**config.mk**
```make
export PLATFORM = sky130hd
export DESIGN_NAME = adc_trigger_sequencer
export DESIGN_NICKNAME = d
export VERILOG_FILES = /design/src/core/adc_trig_pkg.sv /design/src/core/adc_trigger_sequencer.sv /design/src/core/interval_timer.sv
export VERILOG_INCLUDE_DIRS = /design/src /design/src/core
export SDC_FILE = /design/constraint.sdc
export NUM_CORES = 1
export LEC_CHECK = 0
export ABC_CLOCK_PERIOD_IN_PS = 7700
export BUFFER_PORTS_ARGS = -buffer_cell sky130_fd_sc_hd__buf_2
export CAP_MARGIN = 20
export CORE_ASPECT_RATIO = 1.1
export CORE_UTILIZATION = 50
export CTS_CLUSTER_DIAMETER = 30
export CTS_CLUSTER_SIZE = 28
export DETAILED_ROUTE_END_ITERATION = 16
export PLACE_DENSITY = 0.67
export REMOVE_ABC_BUFFERS = 1
export SYNTH_ARGS = -nofsm -noshare
export SYNTH_HDL_FRONTEND = slang
export SYNTH_SLANG_ARGS = --single-unit
```
**constraint.sdc**
```tcl
create_clock -name clk -period 7.7 [get_ports clk]
set_clock_uncertainty 0.1 [all_clocks]
set_input_delay 0.77 -clock clk [delete_from_list [all_inputs] [get_ports clk]]
set_output_delay 0.77 -clock clk [all_outputs]
set_load 0.05 [all_outputs]
```
**src/core/adc_trig_regs.svh**
```systemverilog
// Offsets, field positions, reset values and timing counts of the
// conversion trigger sequencer. Definitions only; no logic here.
`ifndef ADC_TRIG_REGS_SVH
`define ADC_TRIG_REGS_SVH

// Register word offsets on the plain port (byte-free index)
`define OFS_CONTROL      4'h0
`define OFS_TIMING       4'h1
`define OFS_HIGH_A       4'h2
`define OFS_HIGH_B       4'h3
`define OFS_LOW_A        4'h4
`define OFS_LOW_B        4'h5
`define OFS_STATUS       4'h6
`define OFS_SAMPLE       4'h7
`define OFS_RESULT       4'h8

// Control register fields
`define CTL_ON           0
`define CTL_EXT          1
`define CTL_EDGE         2
`define CTL_HOLDOFF      3
`define CTL_REPEAT       4
`define CTL_MODE_LSB     5
`define CTL_MODE_MSB     7

// Timing register fields: lag code [3:0], gap code [7:4]
`define TIM_LAG_LSB      0
`define TIM_LAG_MSB      3
`define TIM_GAP_LSB      4
`define TIM_GAP_MSB      7

// Reset values
`define CONTROL_RST      8'h00
`define TIMING_RST       8'h00
`define HIGH_RST         8'hff
`define LOW_RST          8'h00

// Timing: 25 MHz clock, one lag or gap step is 50 us
`define CLK_MHZ          25
`define STEP_US          50
`define STEP_CYCLES      (`STEP_US * `CLK_MHZ)
`define LAG_MAX_US       750
`define CONV_CYCLES      16'h0040

`endif

```
**src/core/adc_trig_pkg.sv**
```systemverilog
// Types used by the trigger sequencer; its interval timer uses none of them.
// Assumes the constants header is included by the design files.
package adc_trig_pkg;

  // Sequencer states
  typedef enum logic [2:0] {
    st_idle,
    st_armed,
    st_lag,
    st_convert,
    st_gap,
    st_done
  } seq_state_e;

  // Software-written configuration carried as one bundle
  typedef struct packed {
    logic       on;
    logic       ext;
    logic       rising;
    logic       holdoff;
    logic       repeat_on;
    logic [2:0] mode;
    logic [3:0] lag;
    logic [3:0] gap;
  } cfg_s;

  // Converter handshake and result
  typedef struct packed {
    logic       done;
    logic [9:0] data;
  } conv_s;

endpackage

```
**src/core/adc_trigger_sequencer.sv**
```systemverilog
// Trigger and sample sequencer for an eight-channel monitoring converter.
// Assumes a converter that takes a start pulse and returns done plus data.
// Operation
// - Trigger pin edge, polarity selectable, starts conversion
// - Armed external mode waits for trigger indefinitely
// - Programmable lag zero to 750 us
// - Start only if pin still active
// - Gap timed from conversion end to start
// - Holdoff off: whole cycle runs after first
// - Holdoff off: later edges ignored until done
// - Holdoff on: each sample needs edge, level
// - Out-of-limit result ends cycle early
// - Limit break raises interrupt and done
// - Repeat mode restarts cycle on completion
// - All trigger modes work in repeat
// - Repeat mode gives no per-cycle done
// - Repeat interrupt only signals limit break
// - External exit: leave ext, clear repeat
// - Cycle starts only on enable rising write
// - Samples per cycle from 1 to 256
`timescale 1ns/1ps
`include "adc_trig_regs.svh"

module adc_trigger_sequencer #(
  parameter int TW = 16                  // Interval counter width
) (
  // Clock, reset, enable
  input  wire logic        clk,
  input  wire logic        rstn,
  input  wire logic        ce,
  // Register port
  input  wire logic [3:0]  addr,
  input  wire logic [7:0]  wdata,
  input  wire logic        wr,
  input  wire logic        rd,
  output logic      [7:0]  rdata,
  // Trigger pin
  input  wire logic        trigger_input_pin,
  // Converter engine
  output logic             conv_start,
  input  wire logic        conv_done,
  input  wire logic [9:0]  conv_data,
  // Host alert and status
  output logic             host_irq,
  output logic             conversion_status
);

  ////////////////////////////////////////////////////////////////////
  // Register file
  ////////////////////////////////////////////////////////////////////
  logic [7:0] control;           // On, ext, edge, holdoff, repeat, mode
  logic [7:0] timing;            // Lag and gap codes
  logic [7:0] high_limit_reg_a;  // Upper limit, low byte
  logic [7:0] high_limit_reg_b;  // Upper limit, top bits
  logic [7:0] low_limit_reg_a;   // Lower limit, low byte
  logic [7:0] low_limit_reg_b;   // Lower limit, top bits
  logic [7:0] next_control, next_timing;
  logic [7:0] next_hia, next_hib, next_loa, next_lob;
  logic [7:0] next_rdata;
  adc_trig_pkg::cfg_s cfg;

  // Unpack the control bits into one bundle
  always_comb begin
    cfg.on        = control[`CTL_ON];
    cfg.ext       = control[`CTL_EXT];
    cfg.rising    = control[`CTL_EDGE];
    cfg.holdoff   = control[`CTL_HOLDOFF];
    cfg.repeat_on = control[`CTL_REPEAT];
    cfg.mode      = control[`CTL_MODE_MSB:`CTL_MODE_LSB];
    cfg.lag       = timing[`TIM_LAG_MSB:`TIM_LAG_LSB];
    cfg.gap       = timing[`TIM_GAP_MSB:`TIM_GAP_LSB];
  end

  // Samples per cycle: 1,4,8,...,256 from the mode code
  function automatic logic [8:0] samples_of(input logic [2:0] m);
    samples_of = (m == 3'h0) ? 9'h001 : 9'((9'h002) << m);
  endfunction

  // Interval code to cycles; code 15 gives 750 us
  function automatic logic [TW-1:0] cycles_of(input logic [3:0] c);
    logic [TW-1:0] k;
    k = TW'(c);
    cycles_of = TW'(k * `STEP_CYCLES);
  endfunction

  ////////////////////////////////////////////////////////////////////
  // Trigger synchroniser and edge detect
  ////////////////////////////////////////////////////////////////////
  logic sync_a, sync_b, sync_c;  // Two flops then an edge history flop

  // Pin into the clock domain
  always_ff @(posedge clk or negedge rstn) begin
    if (!rstn) begin
      sync_a <= 1'b0;
      sync_b <= 1'b0;
      sync_c <= 1'b0;
    end else if (ce) begin
      sync_a <= trigger_input_pin;
      sync_b <= sync_a;
      sync_c <= sync_b;
    end
  end

  logic pin_active, edge_seen;
  // Active level follows the chosen edge
  assign pin_active = cfg.rising ? sync_b : !sync_b;
  assign edge_seen  = cfg.rising ? (sync_b && !sync_c)
                                 : (!sync_b && sync_c);

  ////////////////////////////////////////////////////////////////////
  // Interval timer
  ////////////////////////////////////////////////////////////////////
  logic          tmr_load, tmr_exp;
  logic [TW-1:0] tmr_count;

  interval_timer #(.WIDTH(TW)) u_timer (
    .clk     (clk),
    .rstn    (rstn),
    .ce      (ce),
    .load    (tmr_load),
    .count   (tmr_count),
    .expired (tmr_exp)
  );

  ////////////////////////////////////////////////////////////////////
  // Sequencer
  ////////////////////////////////////////////////////////////////////
  adc_trig_pkg::seq_state_e state, next_state;
  logic [8:0] taken, next_taken;      // Samples converted this cycle
  logic       on_q, next_on_q;        // Previous enable, for rising write
  logic       busy, next_busy;        // Cycle in progress
  logic       irq, next_irq;          // Host alert level
  logic       start, next_start;      // Converter start pulse
  logic       oor, next_oor;          // Last cycle broke a limit
  logic [9:0] result, next_result;    // Last sample
  logic [9:0] hi_lim, lo_lim;
  logic       arm;

  assign hi_lim = {high_limit_reg_b[1:0], high_limit_reg_a};
  assign lo_lim = {low_limit_reg_b[1:0], low_limit_reg_a};
  assign arm    = cfg.on && !on_q;

  // Next state of the sequence
  always_comb begin
    next_state  = state;
    next_taken  = taken;
    next_on_q   = cfg.on;
    next_busy   = busy;
    next_irq    = irq;
    next_start  = 1'b0;
    next_oor    = oor;
    next_result = result;
    tmr_load    = 1'b0;
    tmr_count   = cycles_of(cfg.lag);
    // A status read acknowledges the host alert; a set below wins
    if (rd && addr == `OFS_STATUS) begin
      next_irq = 1'b0;
    end
    case (state)
      adc_trig_pkg::st_idle: begin
        if (arm) begin
          next_busy  = 1'b1;
          next_taken = '0;
          next_oor   = 1'b0;
          next_state = adc_trig_pkg::st_armed;
        end
      end
      adc_trig_pkg::st_armed: begin
        // Waits forever for an edge in external mode
        if (!cfg.ext) begin
          next_start = 1'b1;
          next_state = adc_trig_pkg::st_convert;
        end else if (edge_seen) begin
          tmr_load   = 1'b1;
          next_state = adc_trig_pkg::st_lag;
        end
      end
      adc_trig_pkg::st_lag: begin
        if (tmr_exp) begin
          if (pin_active) begin
            next_start = 1'b1;
            next_state = adc_trig_pkg::st_convert;
          end else begin
            next_state = adc_trig_pkg::st_armed;
          end
        end
      end
      adc_trig_pkg::st_convert: begin
        if (conv_done) begin
          next_result = conv_data;
          next_taken  = taken + 9'h001;
          if (conv_data > hi_lim || conv_data < lo_lim) begin
            next_oor   = 1'b1;
            next_irq   = 1'b1;
            next_state = adc_trig_pkg::st_done;
          end else if (taken + 9'h001 >= samples_of(cfg.mode)) begin
            next_state = adc_trig_pkg::st_done;
          end else begin
            tmr_load   = 1'b1;
            tmr_count  = cycles_of(cfg.gap);
            next_state = adc_trig_pkg::st_gap;
          end
        end
      end
      adc_trig_pkg::st_gap: begin
        // Holdoff needs a fresh edge and active level; else free-run
        if (tmr_exp) begin
          if (!cfg.ext || !cfg.holdoff) begin
            next_start = 1'b1;
            next_state = adc_trig_pkg::st_convert;
          end else begin
            next_state = adc_trig_pkg::st_armed;
          end
        end
      end
      adc_trig_pkg::st_done: begin
        // Repeat restarts at once unless oor; else done, alert set here only without repeat
        if (cfg.repeat_on && !oor) begin
          next_taken = '0;
          next_state = adc_trig_pkg::st_armed;
        end else begin
          next_busy = 1'b0;
          if (!cfg.repeat_on) begin
            next_irq = 1'b1;
          end
          next_state = adc_trig_pkg::st_idle;
        end
      end
      default: next_state = adc_trig_pkg::st_idle;
    endcase
  end

  // Register writes and read mux
  always_comb begin
    next_control = control;
    next_timing  = timing;
    next_hia     = high_limit_reg_a;
    next_hib     = high_limit_reg_b;
    next_loa     = low_limit_reg_a;
    next_lob     = low_limit_reg_b;
    if (wr) begin
      case (addr)
        `OFS_CONTROL: next_control = wdata;
        `OFS_TIMING:  next_timing  = wdata;
        `OFS_HIGH_A:  next_hia     = wdata;
        `OFS_HIGH_B:  next_hib     = wdata;
        `OFS_LOW_A:   next_loa     = wdata;
        `OFS_LOW_B:   next_lob     = wdata;
        default:      ;
      endcase
    end
    next_rdata = 8'h00;
    if (rd) begin
      case (addr)
        `OFS_CONTROL: next_rdata = control;
        `OFS_TIMING:  next_rdata = timing;
        `OFS_HIGH_A:  next_rdata = high_limit_reg_a;
        `OFS_HIGH_B:  next_rdata = high_limit_reg_b;
        `OFS_LOW_A:   next_rdata = low_limit_reg_a;
        `OFS_LOW_B:   next_rdata = low_limit_reg_b;
        `OFS_STATUS:  next_rdata = {5'h00, oor, irq, busy};
        `OFS_SAMPLE:  next_rdata = taken[7:0];
        `OFS_RESULT:  next_rdata = result[9:2];
        default:      next_rdata = 8'h00;  // Unmapped reads zero
      endcase
    end
  end

  // State registers
  always_ff @(posedge clk or negedge rstn) begin
    if (!rstn) begin
      control          <= `CONTROL_RST;
      timing           <= `TIMING_RST;
      high_limit_reg_a <= `HIGH_RST;
      high_limit_reg_b <= `HIGH_RST;
      low_limit_reg_a  <= `LOW_RST;
      low_limit_reg_b  <= `LOW_RST;
      rdata            <= 8'h00;
      state            <= adc_trig_pkg::st_idle;
      taken            <= '0;
      on_q             <= 1'b0;
      busy             <= 1'b0;
      irq              <= 1'b0;
      start            <= 1'b0;
      oor              <= 1'b0;
      result           <= '0;
    end else if (ce) begin
      control          <= next_control;
      timing           <= next_timing;
      high_limit_reg_a <= next_hia;
      high_limit_reg_b <= next_hib;
      low_limit_reg_a  <= next_loa;
      low_limit_reg_b  <= next_lob;
      rdata            <= next_rdata;
      state            <= next_state;
      taken            <= next_taken;
      on_q             <= next_on_q;
      busy             <= next_busy;
      irq              <= next_irq;
      start            <= next_start;
      oor              <= next_oor;
      result           <= next_result;
    end
  end

  assign conv_start        = start;
  assign host_irq          = irq;
  assign conversion_status = busy;

  ////////////////////////////////////////////////////////////////////
  // Checks
  ////////////////////////////////////////////////////////////////////
  chk_arm_rise: assert property (@(posedge clk) disable iff (!rstn)
    (ce && $rose(busy)) |->
      $past(cfg.on) && !$past(on_q))
    else $error("cycle began without enable rising");
  chk_lag_level: assert property (@(posedge clk) disable iff (!rstn)
    (ce && state == adc_trig_pkg::st_lag && tmr_exp && !pin_active) |=>
      !start)
    else $error("start issued at inactive level");
  chk_armed_wait: assert property (@(posedge clk) disable iff (!rstn)
    (ce && state == adc_trig_pkg::st_armed && cfg.ext && !edge_seen) |=>
      !start)
    else $error("external start without edge");
  chk_limit_stop: assert property (@(posedge clk) disable iff (!rstn)
    (ce && state == adc_trig_pkg::st_convert && conv_done &&
     conv_data > hi_lim) |=> irq && oor)
    else $error("limit break not flagged");
  chk_repeat_busy: assert property (@(posedge clk) disable iff (!rstn)
    (ce && state == adc_trig_pkg::st_done && cfg.repeat_on && !oor) |=>
      busy)
    else $error("repeat cycle dropped busy");
  chk_sync_pass: assert property (@(posedge clk) disable iff (!rstn)
    ce ##1 ce |-> sync_b == $past(sync_a))
    else $error("synchroniser skipped a stage");
  chk_gap_start: assert property (@(posedge clk) disable iff (!rstn)
    (ce && start) |-> $past(state) != adc_trig_pkg::st_convert)
    else $error("start right after conversion end");
  chk_done_idle: assert property (@(posedge clk) disable iff (!rstn)
    (ce && $fell(busy)) |-> state == adc_trig_pkg::st_idle)
    else $error("done without idle");

endmodule // adc_trigger_sequencer

```
**src/core/interval_timer.sv**
```systemverilog
// Reloadable down counter for the trigger lag and sample gap.
// Assumes a single clock domain and a one-cycle load pulse.
`timescale 1ns/1ps
`include "adc_trig_regs.svh"

module interval_timer #(
  parameter int WIDTH = 16
) (
  // Clock and reset
  input  wire logic             clk,
  input  wire logic             rstn,
  input  wire logic             ce,
  // Control
  input  wire logic             load,
  input  wire logic [WIDTH-1:0] count,
  // Status
  output logic                  expired
);

  logic [WIDTH-1:0] remain;       // Cycles still to run
  logic [WIDTH-1:0] next_remain;
  logic             running;
  logic             next_running;

  // Next value: reload on every interval start
  always_comb begin
    next_remain  = remain;
    next_running = running;
    if (load) begin
      next_remain  = count;
      next_running = 1'b1;
    end else if (running) begin
      if (remain == '0) begin
        next_running = 1'b0;
      end else begin
        next_remain = remain - WIDTH'(1);
      end
    end
  end

  // Register stage
  always_ff @(posedge clk or negedge rstn) begin
    if (!rstn) begin
      remain  <= '0;
      running <= 1'b0;
    end else if (ce) begin
      remain  <= next_remain;
      running <= next_running;
    end
  end

  // Expiry is the cycle the count reaches zero
  assign expired = running && (remain == '0) && !load;

endmodule // interval_timer

```
# Word level (Yosys, flattened, before mapping)
# Index checks and enable logic that the tools add are counted.
totals:
  wordCells: 142
  ff_bits: 103
  output_inout_bits: 11
classes:
  n_reduce_logical: 36
  muxes: 56
  n_lt_le_gt_ge: 3
  n_eq_ne: 22
  add_sub_neg: 2
  n_shift: 1
  n_mul: 2
ops:
  columns: ["cell", "count"]
  rows:
  - ["one-hot mux 8 bit (9 select lines)", 1]
  - ["two-way mux 15 bit", 4]
  - ["two-way mux 16 bit", 3]
  - ["two-way mux 9 bit", 4]
  - ["multiplier 4 x 10 -> 14 bit (second input constant)", 2]
  - ["two-way mux 1 bit", 28]
  - ["one-hot mux 9 bit (3 select lines)", 1]
  - ["AND reduction 3 bit", 8]
  - ["two-way mux 3 bit", 6]
  - ["one-hot mux 3 bit (6 select lines)", 1]
  - ["equality test 4 x 3 -> 1 bit (second input constant)", 4]
  - ["zero test 16 bit", 1]
  - ["subtractor 16 x 1 -> 16 bit (second input constant)", 1]
  - ["!= test 2 bit (second input constant)", 7]
  - ["greater-than comparator 10 bit", 1]
  - ["less-than comparator 10 bit", 1]
  - ["AND reduction 5 bit", 2]
  - ["adder 9 x 1 -> 9 bit (second input constant)", 1]
  - ["greater-or-equal comparator 9 bit", 1]
  - ["<< shifter 2 x 3 -> 9 bit (first input constant)", 1]
  - ["equality test 4 x 2 -> 1 bit (second input constant)", 2]
  - ["two-way mux 8 bit", 1]
  - ["one-hot mux 1 bit (2 select lines)", 4]
  - ["logical AND 1 bit", 7]
  - ["other kinds (17)", 30]

# Longest topological paths before layout
logic_depth:
  word_depth: 11
  ltp_mapped: 12

# By module
# From an unflattened synthesis, not the netlist that was laid out.
unflattened:
  hier_cells: 711
  hier_area_um2: 7014.2
by_module_without_submodules:
  columns: ["module", "cells_each", "seq_area_each_um2", "area_each_um2", "instances"]
  rows:
  - ["adc_trigger_sequencer", 573, 2122.0, 5799.3, 1]
  - ["interval_timer", 138, 425.4, 1214.9, 1]

# Worst setup path after synthesis
# Ideal clock, no wire load.
synth_path:
  kind: "register to register"
  startpoint: "reg control[5]"
  endpoint: "reg u_timer.remain[7]"
  path_stages_with_launch: 12
  setup_ns: 0.124
  setup_slack_ns: 4.749
  t_arrival_ns: 2.726
  n_path_buf: 2
  path_cell_list: "dfrtp_1 -> clkbuf_1 -> or3b_2 -> ha_1 -> or4b_1 -> o2111ai_1 -> a31o_4 -> nand3_4 -> or2_4 -> buf_6 -> o221ai_2 -> a2bb2oi_1"
synth_via:
  elab_chain_cells: 9
  word_cells_on_any_way: 16
  cone_classes: "order compare (1); eq/ne (1); shift (1); mux (10); reduce/logical (3)"
synth_lines:
  columns: ["element", "line_no", "rtl"]
  rows:
  - ["start: declaration", "adc_trigger_sequencer.sv:51", "logic [7:0] control;"]
  - ["start signal: assignment", "adc_trigger_sequencer.sv:272", "control <= `CONTROL_RST;"]
  - ["start signal: assignment", "adc_trigger_sequencer.sv:288", "control <= next_control;"]
  - ["<< shifter 2 x 3 -> 9 bit / zero test 3 bit (equally long branches)", "adc_trigger_sequencer.sv:76", "samples_of = (m == 3'h0) ? 9'h001 : 9'((9'h002) << m);"]
  - ["two-way mux 9 bit *", "adc_trigger_sequencer.sv:76", null]
  - ["greater-or-equal comparator 9 bit *", "adc_trigger_sequencer.sv:196", "end else if (taken + 9'h001 >= samples_of(cfg.mode)) begin"]
  - ["two-way mux 1 bit", "adc_trigger_sequencer.sv:196", null]
  - ["two-way mux 1 bit", "adc_trigger_sequencer.sv:192", "if (conv_data > hi_lim || conv_data < lo_lim) begin"]
  - ["two-way mux 1 bit", "adc_trigger_sequencer.sv:189", "if (conv_done) begin"]
  - ["one-hot mux 1 bit (2 select lines)", "adc_trigger_sequencer.sv:159", "case (state)"]
  - ["!= test 2 x 1 -> 1 bit (no line) / nonzero test 2 bit (equally long branches)", null, null]
  - ["AND reduction 3 bit (no line)", null, null]
  - ["end signal: assignment", "interval_timer.sv:47", "remain <= next_remain;"]
  - ["end: declaration", "interval_timer.sv:20", "logic [WIDTH-1:0] remain;"]
# Every way passes the cells marked *; elsewhere a longest branch is shown, timed or not.
# A chain may end at the register's enable or synchronous reset.

# Worst setup path in the final report
layout_path:
  startpoint: "reg control[5]"
  endpoint: "reg u_timer.remain[3]"
# Same word-level chain as after synthesis.

==> key figures <==
Die
  • Num ports: 40
  • Initial core utilization: between 50% and 60%
  • FP Rows: between 40 and 50
  • Die width: about 110 um
  • Core Area: about 0.013 mm^2
  • Die area: around 0.014 mm^2
  • DIE HEIGHT: 125 um

Logic synthesis
  • Synthesized area per cell: ~9.9 um^2
  • Distinct cells, synth: 80
  • Top area cells in the synthesized netlist: dfrtp_1 (31%), ha_1 (10%), mux2_2 (8.2%)
  • Synthesized cell area: between 0.006 and 0.007 mm^2
  • Register area share after synthesis: 36.9%
  • Count leader, synth: dfrtp_1
  • Synth area leader: dfrtp_1
  • Flops & latches, synth: between 100 and 150
  • Asr flop ratio synth: between 90% and 100%
  • Post-synth top cells: dfrtp_1 (85), nand2_1 (82), ha_1 (57)
  • Cell count after synthesis: 699
  • Synth top area share: around 31%
  • Synth warnings: 0
  • EDFF count, synth: 0
  • Post-synth top flop: dfrtp_1

CTS
  • Clock root cell: clkbuf_16
  • Clock buffer count from CTS: 9
  • Hold Buf Count CTS: 0
  • CTS resizes: 0
  • CTS HTree Levels: 3
  • Worst-skew pair later-pin latency: between 300 and 400 ps
  • CTS tree: built
  • Post-CTS setup buffer count: 0
  • Clock sinks: 101
  • Bufs on Longest Clock Path: 2
  • Clock transition at path regs: 80 ps

Setup path
  • Arrival time worst endpoint: ~3600 ps
  • Crit path kind: flop to flop
  • CP endpoint kind: flop
  • Critical Path RT: about 7800 ps
  • R2R Setup Slk: between 4000 and 5000 ps
  • Reg2reg path depth: 9
  • Worst Path Max Fanout: 15
  • Startpoint Class: flop

Finish
  • Final net count: around 810
  • Filler cells: between 1000 and 1500
  • # diodes: 0
  • Area grow syn2layout: 8.91%
  • Area of the multi-input gates: approximately 0.0041 mm^2
  • Register area: around 0.0025 mm^2
  • Final Core Density: a little under three fifths
  • Final cell count without fillers: 910
  • Layout cells sized above 1: roughly a fifth

Global route
  • Grt total ovfl: 0
  • Vias in the first global route: 5544
  • Pin count of the biggest net entering global routing: 85
  • Initial antenna violation count: 0
  • First-pass GRT wire length: between 20000 and 30000 um
  • Total Routing Usage GR: 26.6%

Power and ir drop
  • Switching share of power: about 40%
  • Combinational share of power: 35.7%
  • Worst vdd ir: 0.000165 V
  • Internal power: 1.21 mW
  • Sw Pwr: roughly 820 uW
  • Pwr Density: around 270 mW/mm^2
  • Sequential power share: about 42%
  • Tot Pwr: between 2 and 2.5 mW
  • Clock share of power: 22.2%
  • P_leak: approximately 3.4 nW

Route
  • Post-Route WL: 18000 um
  • Initial DRC Count: about 570
  • Routed Antenna Nets: 0
  • Total number of vias: roughly 5600
  • Vias/cell: around 6.1
  • Pre-Repair DR Iteration Count: 5
  • Routed len/inst: slightly below 20 um
  • Residual DRC: 0

Timing
  • Sum of negative setup slack: 0 ps
  • Final Hold Vio Count: 0
  • Post-layout min period: 3430 ps
  • Final setup slack of the worst path: about 4300 ps
  • Maximum clock rate: 291 MHz
  • Slew HR: 40.2%
  • Final setup violation count: 0
  • Period utilisation layout: between 40% and 50%
  • Setup repair after global routing missed its margin: no
  • Slew Limit Fails: 0
  • Actual transition at the worst max-transition pin: around 890 ps

Place
  • Number of instances in the placed design: between 800 and 900
  • Placer Congestion: just over 0.9
  • HPWL Detailed: about 14000 um
  • Pre-CTS setup slack: between 4000 and 5000 ps
  • PortBufs: 39

Status
  • Outcome: complete, no violations

Run
  • MaxCap Viol Count: 0

Min path
  • Worst Hold Class: input pin to async pin
-- worst max-delay path, cell delays in order, from the launching register on --
cell and delay, ps:
dfrtp_1 520, or3b_2 490, ha_1 220, or4b_1 520, o2111ai_1 120, a31o_4 210, nand3_4 160, o31ai_4 600
o21ai_0 200, o2bb2ai_1 160
-- layer usage --
metal | vias to the layer above | global-route usage, % | part of all wire, %
li1 | 2594 | - | -
met1 | 2724 | 37.6 | 44
met2 | 220 | 41.0 | 46
met3 | 40 | 3.88 | 6.5
met4 | 0 | 10.8 | 3.1
met5 | - | 0 | 0
-- layout by cell type, fill, tap and decap left out, drive strengths merged, types with 4 or more instances in the layout --
master / count
nand2: 82
ha: 57
nor2b: 9
dfrtp: 85
a221oi: 4
nor4: 5
mux2: 50
a21o: 6
dfstp: 16
fa: 6
and3: 7
a21oi: 40
xor2: 9
nand4: 8
nor3: 18
o31ai: 4
o211ai: 7
nand2b: 5
xnor2: 12
o21ai: 35
a211oi: 8
nor2: 41
mux4: 4
o2bb2ai: 9
a31oi: 9
mux2i: 12
a22o: 5
clkbuf: 9
o221ai: 4
inv: 44
buf: 41
and2: 4
nand3: 16
a22oi: 6
-- layout make-up --
cell class	instances	share of cell area, %
multi-input cells	529	54.1
flip-flops and latches	101	33.9
repair buffers	41	3.10
well taps	184	3.07
clock buffers	9	3.00
inverters	39	1.95
clock inverters	7	0.833
-- state kept, by name (all words and copies together) (netlist names), 3 cells and up --
| name | cells |
|---|---|
| control | 8 |
| high_limit_reg_a | 8 |
| high_limit_reg_b | 8 |
| low_limit_reg_a | 8 |
| low_limit_reg_b | 8 |
| rdata | 8 |
| result | 8 |
| state | 3 |
| taken | 9 |
| timing | 8 |
| u_timer.remain | 16 |
-- logic make-up (layout without fill, tap and decap cells) --
logic type / Yosys count / count (layout) / share of synthesized area, %
AND/OR/NAND/NOR: 213 / 213 / 15.7
AO/OA/AOI/OAI: 166 / 166 / 17.3
flip-flops: 101 / 101 / 36.9
buffers and inverters: 69 / 96 / 4.10
multiplexers: 66 / 66 / 11.2
adder cells (fa/ha/maj): 63 / 63 / 12.1
XOR/XNOR: 21 / 21 / 2.67
-- worst paths after layout --
path / start / endpoint
min: rstn / u_timer.remain[6]$_DFFE_PN0P_
max reg2reg: control[5]$_DFFE_PN0P_ / u_timer.remain[3]$_DFFE_PN0P_
min reg2reg: rdata[2]$_DFFE_PN0P_ / rdata[2]$_DFFE_PN0P_
max in group asynchronous: rstn / high_limit_reg_a[0]$_DFFE_PN1P_
max: control[5]$_DFFE_PN0P_ / u_timer.remain[3]$_DFFE_PN0P_
min in group clk: rdata[2]$_DFFE_PN0P_ / rdata[2]$_DFFE_PN0P_
-- power by group through the flow --
stage	logic (mW)	registers (mW)	clock network (mW)
2_1_floorplan	0.508	0.824	0
3_3_place_gp	0.689	0.853	0
3_5_place_dp	0.713	0.860	0
4_1_cts	0.719	0.850	0.454
5_1_grt	0.811	0.875	0.471
6_report	0.722	0.853	0.450
-- metrics by stage --
stage / cell area [um^2] / hold slack, ps
after floorplan: 6760 / 340
after global placement: 7190 / 370
after detailed placement: 7190 / 374
after CTS: 7480 / 174
after global routing: 7510 / 185
final: 7510 / 166
(Power assumes the default switching activity.)
